### src/pkg/osct_pkg.sv
// Constants for the oscillator trim, settle and calibration block.
// Assumes a single 25 MHz clock and an APB register port.
`default_nettype none
package osct_pkg;
  localparam int CLK_PERIOD_NS = 40;
  localparam int CNT_W         = 16;
  // Register byte offsets
  localparam logic [7:0] ADDR_TRIM_SET  = 8'h00;
  localparam logic [7:0] ADDR_RDY_THR   = 8'h04;
  localparam logic [7:0] ADDR_TRIM_CTRL = 8'h08;
  localparam logic [7:0] ADDR_RDY_CAP   = 8'h0c;
  localparam logic [7:0] ADDR_STATUS    = 8'h10;
  localparam logic [7:0] ADDR_SCRATCH   = 8'h14;
  localparam logic [7:0] ADDR_CAL_N     = 8'h18;
  localparam logic [7:0] ADDR_CAL_SEL   = 8'h1c;
  localparam logic [7:0] ADDR_CAL_HI    = 8'h20;
  localparam logic [7:0] ADDR_CAL_LO    = 8'h24;
  localparam logic [7:0] ADDR_STORED    = 8'h28;
  // Field positions
  localparam int TC_SEL_BIT     = 0;
  localparam int TC_STARTUP_LSB = 8;
  localparam int TC_SETTLE_LSB  = 16;
  localparam int CAL_GO_BIT     = 2;
  // Values after reset
  localparam logic [7:0]       RST_TRIM      = 8'h00;
  localparam logic [CNT_W-1:0] RST_RDY_THR   = 16'h0100;
  localparam logic [7:0]       RST_STARTUP_N = 8'h10;
  localparam logic [7:0]       RST_SETTLE_N  = 8'h08;
  localparam logic             RST_TRIM_SEL  = 1'b0;
  localparam logic [15:0]      RST_CAL_N     = 16'h0040;
  typedef enum logic [1:0] {
    SRC_SLOW_RC   = 2'h0,
    SRC_FAST_RC   = 2'h1,
    SRC_SLOW_XTAL = 2'h2,
    SRC_ENH_RC    = 2'h3
  } osct_src_t;
  typedef enum logic [3:0] {
    ST_IDLE    = 4'h1,
    ST_STARTUP = 4'h2,
    ST_SETTLE  = 4'h4,
    ST_RUN     = 4'h8
  } osct_state_t;
endpackage
`default_nettype wire

### src/rtl/osct_ctrl.sv
// Oscillator control: crystal trim apply, ready/settle flags, reference counter.
// Assumes all ticks are one-cycle enables synchronous to the 25 MHz i_clk.
// What this block does
// - 8-bit trim, 0x00 fastest, 0xff slowest
// - Low five trim bits drive binary enables
// - High three bits thermometer-decode into seven enables
// - Ready interrupt when ready counter hits threshold
// - Ready counter ticks fast RC or low-power clock
// - Hardware enables fast crystal during sequence
// - Counter mode applies trim at limit minus one
// - Current mode applies trim on current drop
// - Trim applied by hardware, no software write
// - Current mode captures ready counter on apply
// - Settle-ready flag at settle threshold
// - Slow RC switches to 512 kHz during sequence
// - Source select decodes four clock sources
// - Go bit held until measurement ends
// - Reference count M over N cycles, 32 bits
//
// Decided for this implementation: the register offsets and register access over APB.
`default_nettype none
module osct_ctrl
  import osct_pkg::*;
(
  input  wire logic        i_clk,
  input  wire logic        i_srst,
  input  wire logic        i_psel,
  input  wire logic        i_penable,
  input  wire logic        i_pwrite,
  input  wire logic [7:0]  i_paddr,
  input  wire logic [31:0] i_pwdata,
  output logic      [31:0] o_prdata,
  output logic             o_pready,
  output logic             o_pslverr,
  input  wire logic        i_powerup_start,
  input  wire logic        i_wakeup_start,
  input  wire logic        i_fast_rc_tick,
  input  wire logic        i_lp_tick,
  input  wire logic        i_osc_current_drop,
  input  wire logic        i_ref_tick,
  input  wire logic [3:0]  i_cal_src_tick,
  output logic      [4:0]  o_cap_binary,
  output logic      [6:0]  o_cap_thermo,
  output logic             o_crystal_ready_irq,
  output logic             o_fast_xtal_en,
  output logic             o_slow_rc_fast,
  output logic             o_trim_applied_flag,
  output logic             o_settle_ready_flag
);
  osct_state_t      state;
  osct_state_t      next_state;
  logic [7:0]       crystal_trim_setting;
  logic [7:0]       stored_trim_value;
  logic [CNT_W-1:0] ready_count_threshold;
  logic [CNT_W-1:0] ready_cnt;
  logic [CNT_W-1:0] ready_count_capture;
  logic [7:0]       startup_count_limit;
  logic [7:0]       settle_threshold;
  logic [7:0]       startup_cnt;
  logic [7:0]       settle_counter;
  logic             trim_apply_select;
  logic             is_wake;
  logic             irq_done;
  logic [31:0]      general_scratch_word;
  logic [15:0]      calib_cycle_count;
  logic [15:0]      meas_cnt;
  logic [31:0]      ref_cnt;
  logic [31:0]      cal_result;
  osct_src_t        cal_src;
  logic             cal_go;
  logic             cal_src_tick;
  logic             cal_start;
  logic             cal_done;
  logic             seq_start;
  logic             seq_tick;
  logic             apply;
  logic             ready_hit;
  logic             settle_hit;
  logic             acc;
  logic             wr_en;
  logic             mapped;
  logic [31:0]      rd_data;

  // Sequence control
  assign seq_start  = i_powerup_start | i_wakeup_start;
  assign seq_tick   = is_wake ? i_lp_tick : i_fast_rc_tick;
  assign apply      = (state == ST_STARTUP) && (trim_apply_select
                      ? i_osc_current_drop
                      : (seq_tick && startup_cnt == 8'(startup_count_limit - 8'h01)));
  assign ready_hit  = (state != ST_IDLE) && !irq_done && (ready_cnt == ready_count_threshold);
  assign settle_hit = (state == ST_SETTLE) && (settle_counter == settle_threshold);

  always_comb begin
    next_state = state;
    case (state)
      ST_IDLE:    if (seq_start) next_state = ST_STARTUP;
      ST_STARTUP: if (apply) next_state = ST_SETTLE;
      ST_SETTLE:  if (settle_hit) next_state = ST_RUN;
      ST_RUN:     if (seq_start) next_state = ST_STARTUP;
      default:    next_state = ST_IDLE;
    endcase
  end

  always_ff @(posedge i_clk) begin
    if (i_srst) begin
      state          <= ST_IDLE;
      o_fast_xtal_en <= 1'b0;
      o_slow_rc_fast <= 1'b0;
    end else begin
      state          <= next_state;
      o_fast_xtal_en <= (next_state != ST_IDLE);
      o_slow_rc_fast <= (next_state == ST_STARTUP) || (next_state == ST_SETTLE);
    end
  end

  always_ff @(posedge i_clk) begin
    if (i_srst) begin
      is_wake        <= 1'b0;
      startup_cnt    <= 8'h00;
      settle_counter <= 8'h00;
    end else if (seq_start && (state == ST_IDLE || state == ST_RUN)) begin
      is_wake        <= i_wakeup_start;
      startup_cnt    <= 8'h00;
    end else begin
      if (state == ST_STARTUP && seq_tick) startup_cnt <= 8'(startup_cnt + 8'h01);
      if (apply) settle_counter <= 8'h00;
      else if (state == ST_SETTLE && seq_tick) settle_counter <= 8'(settle_counter + 8'h01);
    end
  end

  // Ready counter, interrupt and capture
  always_ff @(posedge i_clk) begin
    if (i_srst) begin
      ready_cnt           <= '0;
      irq_done            <= 1'b0;
      o_crystal_ready_irq <= 1'b0;
      ready_count_capture <= '0;
    end else begin
      o_crystal_ready_irq <= ready_hit;
      if (seq_start && (state == ST_IDLE || state == ST_RUN)) begin
        ready_cnt <= '0;
        irq_done  <= 1'b0;
      end else if (ready_hit) begin
        irq_done  <= 1'b1;
      end else if (state != ST_IDLE && !irq_done && seq_tick) begin
        ready_cnt <= CNT_W'(ready_cnt + 1'b1);
      end
      if (apply && trim_apply_select) ready_count_capture <= ready_cnt;
    end
  end

  // Trim apply and settle flags
  always_ff @(posedge i_clk) begin
    if (i_srst) begin
      crystal_trim_setting <= RST_TRIM;
      o_trim_applied_flag  <= 1'b0;
      o_settle_ready_flag  <= 1'b0;
    end else begin
      if (apply) crystal_trim_setting <= stored_trim_value;
      else if (wr_en && i_paddr == ADDR_TRIM_SET) crystal_trim_setting <= i_pwdata[7:0];
      if (apply) o_trim_applied_flag <= 1'b1;
      else if (seq_start && state != ST_STARTUP && state != ST_SETTLE)
        o_trim_applied_flag <= 1'b0;
      if (settle_hit) o_settle_ready_flag <= 1'b1;
      else if (seq_start && state != ST_STARTUP && state != ST_SETTLE)
        o_settle_ready_flag <= 1'b0;
    end
  end

  osct_trim_decode u_dec (
    .i_clk        (i_clk),
    .i_srst       (i_srst),
    .i_code       (crystal_trim_setting),
    .o_cap_binary (o_cap_binary),
    .o_cap_thermo (o_cap_thermo)
  );

  // Reference counter
  always_comb begin
    case (cal_src)
      SRC_SLOW_RC:   cal_src_tick = i_cal_src_tick[0];
      SRC_FAST_RC:   cal_src_tick = i_cal_src_tick[1];
      SRC_SLOW_XTAL: cal_src_tick = i_cal_src_tick[2];
      SRC_ENH_RC:    cal_src_tick = i_cal_src_tick[3];
      default:       cal_src_tick = 1'b0;
    endcase
  end

  assign cal_start = wr_en && (i_paddr == ADDR_CAL_SEL) && i_pwdata[CAL_GO_BIT] && !cal_go;
  assign cal_done  = cal_go && ((calib_cycle_count == 16'h0000)
                     || (cal_src_tick && meas_cnt == 16'(calib_cycle_count - 16'h0001)));

  always_ff @(posedge i_clk) begin
    if (i_srst) begin
      cal_go     <= 1'b0;
      meas_cnt   <= 16'h0000;
      ref_cnt    <= 32'h0000_0000;
      cal_result <= 32'h0000_0000;
    end else if (cal_start) begin
      cal_go   <= 1'b1;
      meas_cnt <= 16'h0000;
      ref_cnt  <= 32'h0000_0000;
    end else if (cal_done) begin
      cal_go     <= 1'b0;
      cal_result <= ref_cnt;
    end else if (cal_go) begin
      if (cal_src_tick) meas_cnt <= 16'(meas_cnt + 16'h0001);
      if (i_ref_tick) ref_cnt <= 32'(ref_cnt + 32'h0000_0001);
    end
  end

  // APB slave: one wait state, error on unmapped address
  assign acc   = i_psel && i_penable;
  assign wr_en = acc && o_pready && i_pwrite && !o_pslverr;

  always_comb begin
    rd_data = 32'h0000_0000;
    mapped  = 1'b1;
    case (i_paddr)
      ADDR_TRIM_SET:  rd_data = {24'h0, crystal_trim_setting};
      ADDR_RDY_THR:   rd_data = {16'h0, ready_count_threshold};
      ADDR_TRIM_CTRL: rd_data = {8'h0, settle_threshold, startup_count_limit, 7'h0,
                                 trim_apply_select};
      ADDR_RDY_CAP:   rd_data = {16'h0, ready_count_capture};
      ADDR_STATUS:    rd_data = {28'h0, is_wake, irq_done, o_trim_applied_flag,
                                 o_settle_ready_flag};
      ADDR_SCRATCH:   rd_data = general_scratch_word;
      ADDR_CAL_N:     rd_data = {16'h0, calib_cycle_count};
      ADDR_CAL_SEL:   rd_data = {29'h0, cal_go, cal_src};
      ADDR_CAL_HI:    rd_data = {16'h0, cal_result[31:16]};
      ADDR_CAL_LO:    rd_data = {16'h0, cal_result[15:0]};
      ADDR_STORED:    rd_data = {24'h0, stored_trim_value};
      default:        mapped  = 1'b0;
    endcase
  end

  always_ff @(posedge i_clk) begin
    if (i_srst) begin
      o_pready  <= 1'b0;
      o_pslverr <= 1'b0;
      o_prdata  <= 32'h0000_0000;
    end else begin
      o_pready  <= acc && !o_pready;
      o_pslverr <= acc && !o_pready && !mapped;
      if (acc && !o_pready) o_prdata <= i_pwrite ? 32'h0000_0000 : rd_data;
    end
  end

  always_ff @(posedge i_clk) begin
    if (i_srst) begin
      stored_trim_value     <= RST_TRIM;
      ready_count_threshold <= RST_RDY_THR;
      startup_count_limit   <= RST_STARTUP_N;
      settle_threshold      <= RST_SETTLE_N;
      trim_apply_select     <= RST_TRIM_SEL;
      general_scratch_word  <= 32'h0000_0000;
      calib_cycle_count     <= RST_CAL_N;
      cal_src               <= SRC_SLOW_RC;
    end else if (wr_en) begin
      case (i_paddr)
        ADDR_STORED:  stored_trim_value     <= i_pwdata[7:0];
        ADDR_RDY_THR: ready_count_threshold <= i_pwdata[CNT_W-1:0];
        ADDR_TRIM_CTRL: begin
          trim_apply_select   <= i_pwdata[TC_SEL_BIT];
          startup_count_limit <= i_pwdata[TC_STARTUP_LSB +: 8];
          settle_threshold    <= i_pwdata[TC_SETTLE_LSB +: 8];
        end
        ADDR_SCRATCH: general_scratch_word <= i_pwdata;
        ADDR_CAL_N:   if (!cal_go) calib_cycle_count <= i_pwdata[15:0];
        ADDR_CAL_SEL: if (!cal_go) cal_src <= osct_src_t'(i_pwdata[1:0]);
        default: ;
      endcase
    end
  end
endmodule
`default_nettype wire

### src/rtl/osct_trim_decode.sv
// Crystal load-capacitor enable decoder with registered outputs.
// Assumes the trim code is synchronous to i_clk.
`default_nettype none
module osct_trim_decode
  import osct_pkg::*;
(
  input  wire logic       i_clk,
  input  wire logic       i_srst,
  input  wire logic [7:0] i_code,
  output logic      [4:0] o_cap_binary,
  output logic      [6:0] o_cap_thermo
);
  logic [6:0] next_thermo;

  genvar g;
  generate
    for (g = 0; g < 7; g++) begin : g_therm
      assign next_thermo[g] = (i_code[7:5] > 3'(g));
    end
  endgenerate

  always_ff @(posedge i_clk) begin
    if (i_srst) begin
      o_cap_binary <= 5'h00;
      o_cap_thermo <= 7'h00;
    end else begin
      o_cap_binary <= i_code[4:0];
      o_cap_thermo <= next_thermo;
    end
  end
endmodule
`default_nettype wire

### config.mk
export PLATFORM = sky130hd
export DESIGN_NAME = osct_ctrl
export DESIGN_NICKNAME = d
export VERILOG_FILES = /design/src/pkg/osct_pkg.sv /design/src/rtl/osct_ctrl.sv /design/src/rtl/osct_trim_decode.sv
export SDC_FILE = /design/constraint.sdc
export NUM_CORES = 1
export LEC_CHECK = 0
export BUFFER_PORTS_ARGS = -buffer_cell sky130_fd_sc_hd__buf_2
export CORE_MARGIN = 1
export CORE_UTILIZATION = 45
export CTS_BUF_LIST = sky130_fd_sc_hd__clkbuf_4
export DETAILED_ROUTE_END_ITERATION = 7
export GPL_TIMING_DRIVEN = 0
export PLACE_DENSITY_LB_ADDON = 0.12
export SYNTH_ARGS = -nofsm -noshare
export SYNTH_HDL_FRONTEND = slang
export SYNTH_SLANG_ARGS = --single-unit
### constraint.sdc
create_clock -name i_clk -period 7.61 [get_ports i_clk]
set_input_delay 1.1415 -clock i_clk [delete_from_list [all_inputs] [get_ports i_clk]]
set_output_delay 1.1415 -clock i_clk [all_outputs]
set_load 0.1 [all_outputs]
==> flow_metrics.tcl <==
set metrics [dict create \
    grt_max_degree 14 \
    gp_congestion 0.899 \
    drive_gt1_frac 0.165 \
    yosys_most_used_dff "dfxtp_1" \
    cts.sinks 285 \
    rsz0062_at_grt "no" \
    fmax_mhz 223 \
    synth-edff-count 0 \
    fp.dieW_um 172 \
    outcome "finished, final reports clean" \
    min_path_type "reg2reg" \
    worstSetupPathType "reg2reg" \
    grt_antenna_before_repair 1 \
    grt_pass1_vias 11183 \
    clk_latency_ns 0.74 \
    synthCells 1550 \
    cts_hold_buf 0 \
    postCtsSetupBuffers 0 \
    slew_viol_final 0 \
    dpl.hpwl_um 30900 \
    grt-ovfl-total 0 \
    fill_cells 2782 \
    cts-root-buf "clkbuf_4" \
    synth_area_leader_cell "dfxtp_1" \
    mostFrequentLayoutCells "dfxtp_1 (285), nand2_1 (217), a21oi_1 (164), nor2_1 (148), clkbuf_4 (118)" \
    power.total_mw 2.99 \
    ant_nets 0 \
    vias 12586 \
    arrival_ns 5.11 \
    finalSetupViolCount 0 \
    area_delta_synth_final_pct 15.3 \
    hold_ws_ns 0.453 \
    post-route-min-period_ns 4.48 \
    fin_util 0.526 \
    fin_area_um2 15100 \
    crit_path_start_kind "flop" \
    place_area_um2 14100 \
    max_stage_delay_ns 1.11 \
    routed_wl_um 42000 \
    port_buffers 105 \
    seqCellArea_um2 5710 \
    multi_input_area_um2 6700 \
    async_reset_ff_frac 0 \
    die-area_um2 29700 \
    crit_top_cell "nand2_1" \
    period_share 0.588 \
    via_per_inst 5.78 \
    maxCapViolCount 0 \
    drcViolationCount 0 \
    ys_seq_area_frac 0.437 \
    final_hold_viol_count 0 \
    htreeDepth 3 \
    cts_buffers 79 \
    crit_slowest_cell "nor4_1" \
    yosysUniqueCellTypes 75 \
    cts_tree "done" \
    dr.pass1.iters 8 \
    path_clk_slew_ns 0.06 \
    grt_usage 0.279 \
    cts.repair.resized 0 \
    worst-slew-pin-transition_ns 1.33 \
    synth-warning-count 0 \
    start_util 0.456 \
    wl_per_cell_um 19.3 \
    crit_buf_inv 2 \
    initialDrtViolationCount 1160 \
    synthTopCellsByArea "dfxtp_1 (44%), a21oi_1 (6.3%), nand2_1 (6.2%)" \
    syn_avg_cell_area_um2 8.43 \
    crit_required_ns 8.24 \
    synth_top_area_frac 0.437 \
    final_nets 1800 \
    row_count 62 \
    clock_skew_ns 0.0787 \
    synth-seq-cells 285 \
    clk_path_buf_depth 3 \
    worst_setup_path_end_kind "flop" \
    grt_pass1_wl_um 63200 \
    path_cells "inv_1, ha_1, nor4b_1, nand2_1, mux2i_1, o31ai_1, nand2_1, nor4_1, buf_4, o21ai_0, a21oi_1" \
    path_delay_family "simple AND/OR/NAND/NOR gates" \
    final_common_cell "dfxtp_1" \
    fp.coreArea_um2 28600 \
    maxSlewHeadroom 0.104 \
    vdd_ir_drop_max_mv 0.101 \
    netlist_area_um2 13100 \
    io_pins 106 \
    power_density_nw_per_um2 198 \
    cp_max_fo 10 \
    fin_tns_setup_ns 0 \
    die_h_um 172 \
    postSynthNetCount 1613 \
    power.leakage_nw 5.41 \
]
## tightest hold or removal path: stages (launching register included)
cell and delay, ns:
dfxtp_1 0.31, nand2_1 0.05, a21oi_1 0.05
## layer usage
metal | up-vias | GRT usage | wire [µm]
met1 | 5965 | 0.385 | 18900
met5 | - | 0 | 0
li1 | 6001 | - | -
met2 | 536 | 0.428 | 18400
met4 | 0 | 0.108 | 1180
met3 | 84 | 0.0533 | 3580
## power by group
part | leakage [nW] | internal [mW] | switching, mW
logic | 2.53 | 0.0273 | 0.0880
registers | 2.30 | 1.50 | 0.00378
clock network | 0.579 | 0.702 | 0.671
total | 5.41 | 2.23 | 0.762
## state kept, by name, summed over array words and instances (netlist names), 16 cells and up
signal                 cells
cal_result                32
general_scratch_word      32
o_prdata                  32
ref_cnt                   32
calib_cycle_count         16
meas_cnt                  16
ready_cnt                 16
ready_count_capture       16
ready_count_threshold     16
## Yosys cell counts, types with 10 or more instances
| cell | number |
|---|---|
| a21oi_1 | 164 |
| nand3_1 | 72 |
| and3_1 | 13 |
| o21ai_0 | 33 |
| o31ai_1 | 22 |
| o211ai_1 | 10 |
| nand4_1 | 27 |
| xor2_1 | 53 |
| nand2_1 | 217 |
| inv_1 | 23 |
| nor3_1 | 20 |
| o21ai_1 | 36 |
| clkbuf_1 | 70 |
| mux2i_1 | 38 |
| nor2_1 | 148 |
| nor4_1 | 17 |
| or3_1 | 31 |
| a22oi_1 | 58 |
| a222oi_1 | 22 |
| or4_1 | 10 |
| xnor2_1 | 23 |
| dfxtp_1 | 285 |
## cell families after synthesis
group,after synthesis,synth area share
XOR/XNOR,76,0.0510
AND/OR/NAND/NOR,622,0.228
adder cells (fa/ha/maj),8,0.00766
buffers and inverters,125,0.0501
multiplexers,48,0.0386
AO/OA/AOI/OAI,386,0.188
flip-flops,285,0.437
## path summary, 6_finish.rpt
check	end	depth (start not counted)	from	slack, ns
worst max register to register	ref_cnt[8]	11	calib_cycle_count[0]	3.13
worst max-delay path	ref_cnt[8]	11	calib_cycle_count[0]	3.13
worst min-delay path	general_scratch_word[24]	2	general_scratch_word[24]	0.45
worst min register to register	general_scratch_word[24]	2	general_scratch_word[24]	0.45
## metrics by stage
| step | cells | worst slack [ns] |
|---|---|---|
| after floorplan | 1550 | 4.24 |
| after global placement | 2039 | 3.30 |
| after detailed placement | 2039 | 3.25 |
| after CTS | 2176 | 3.26 |
| after global routing | 2178 | 2.91 |
| final | 2178 | 3.13 |
## cell type report
type	instances	share of cell area
multi-input cells	1140	0.445
clock buffers	116	0.0578
inverters	23	0.00573
diodes	1	0.000166
flip-flops and latches	285	0.379
clock inverters	21	0.00748
repair buffers	106	0.0354
plain buffers	102	0.0377
well taps	384	0.0319
(Power assumes the default switching activity.)
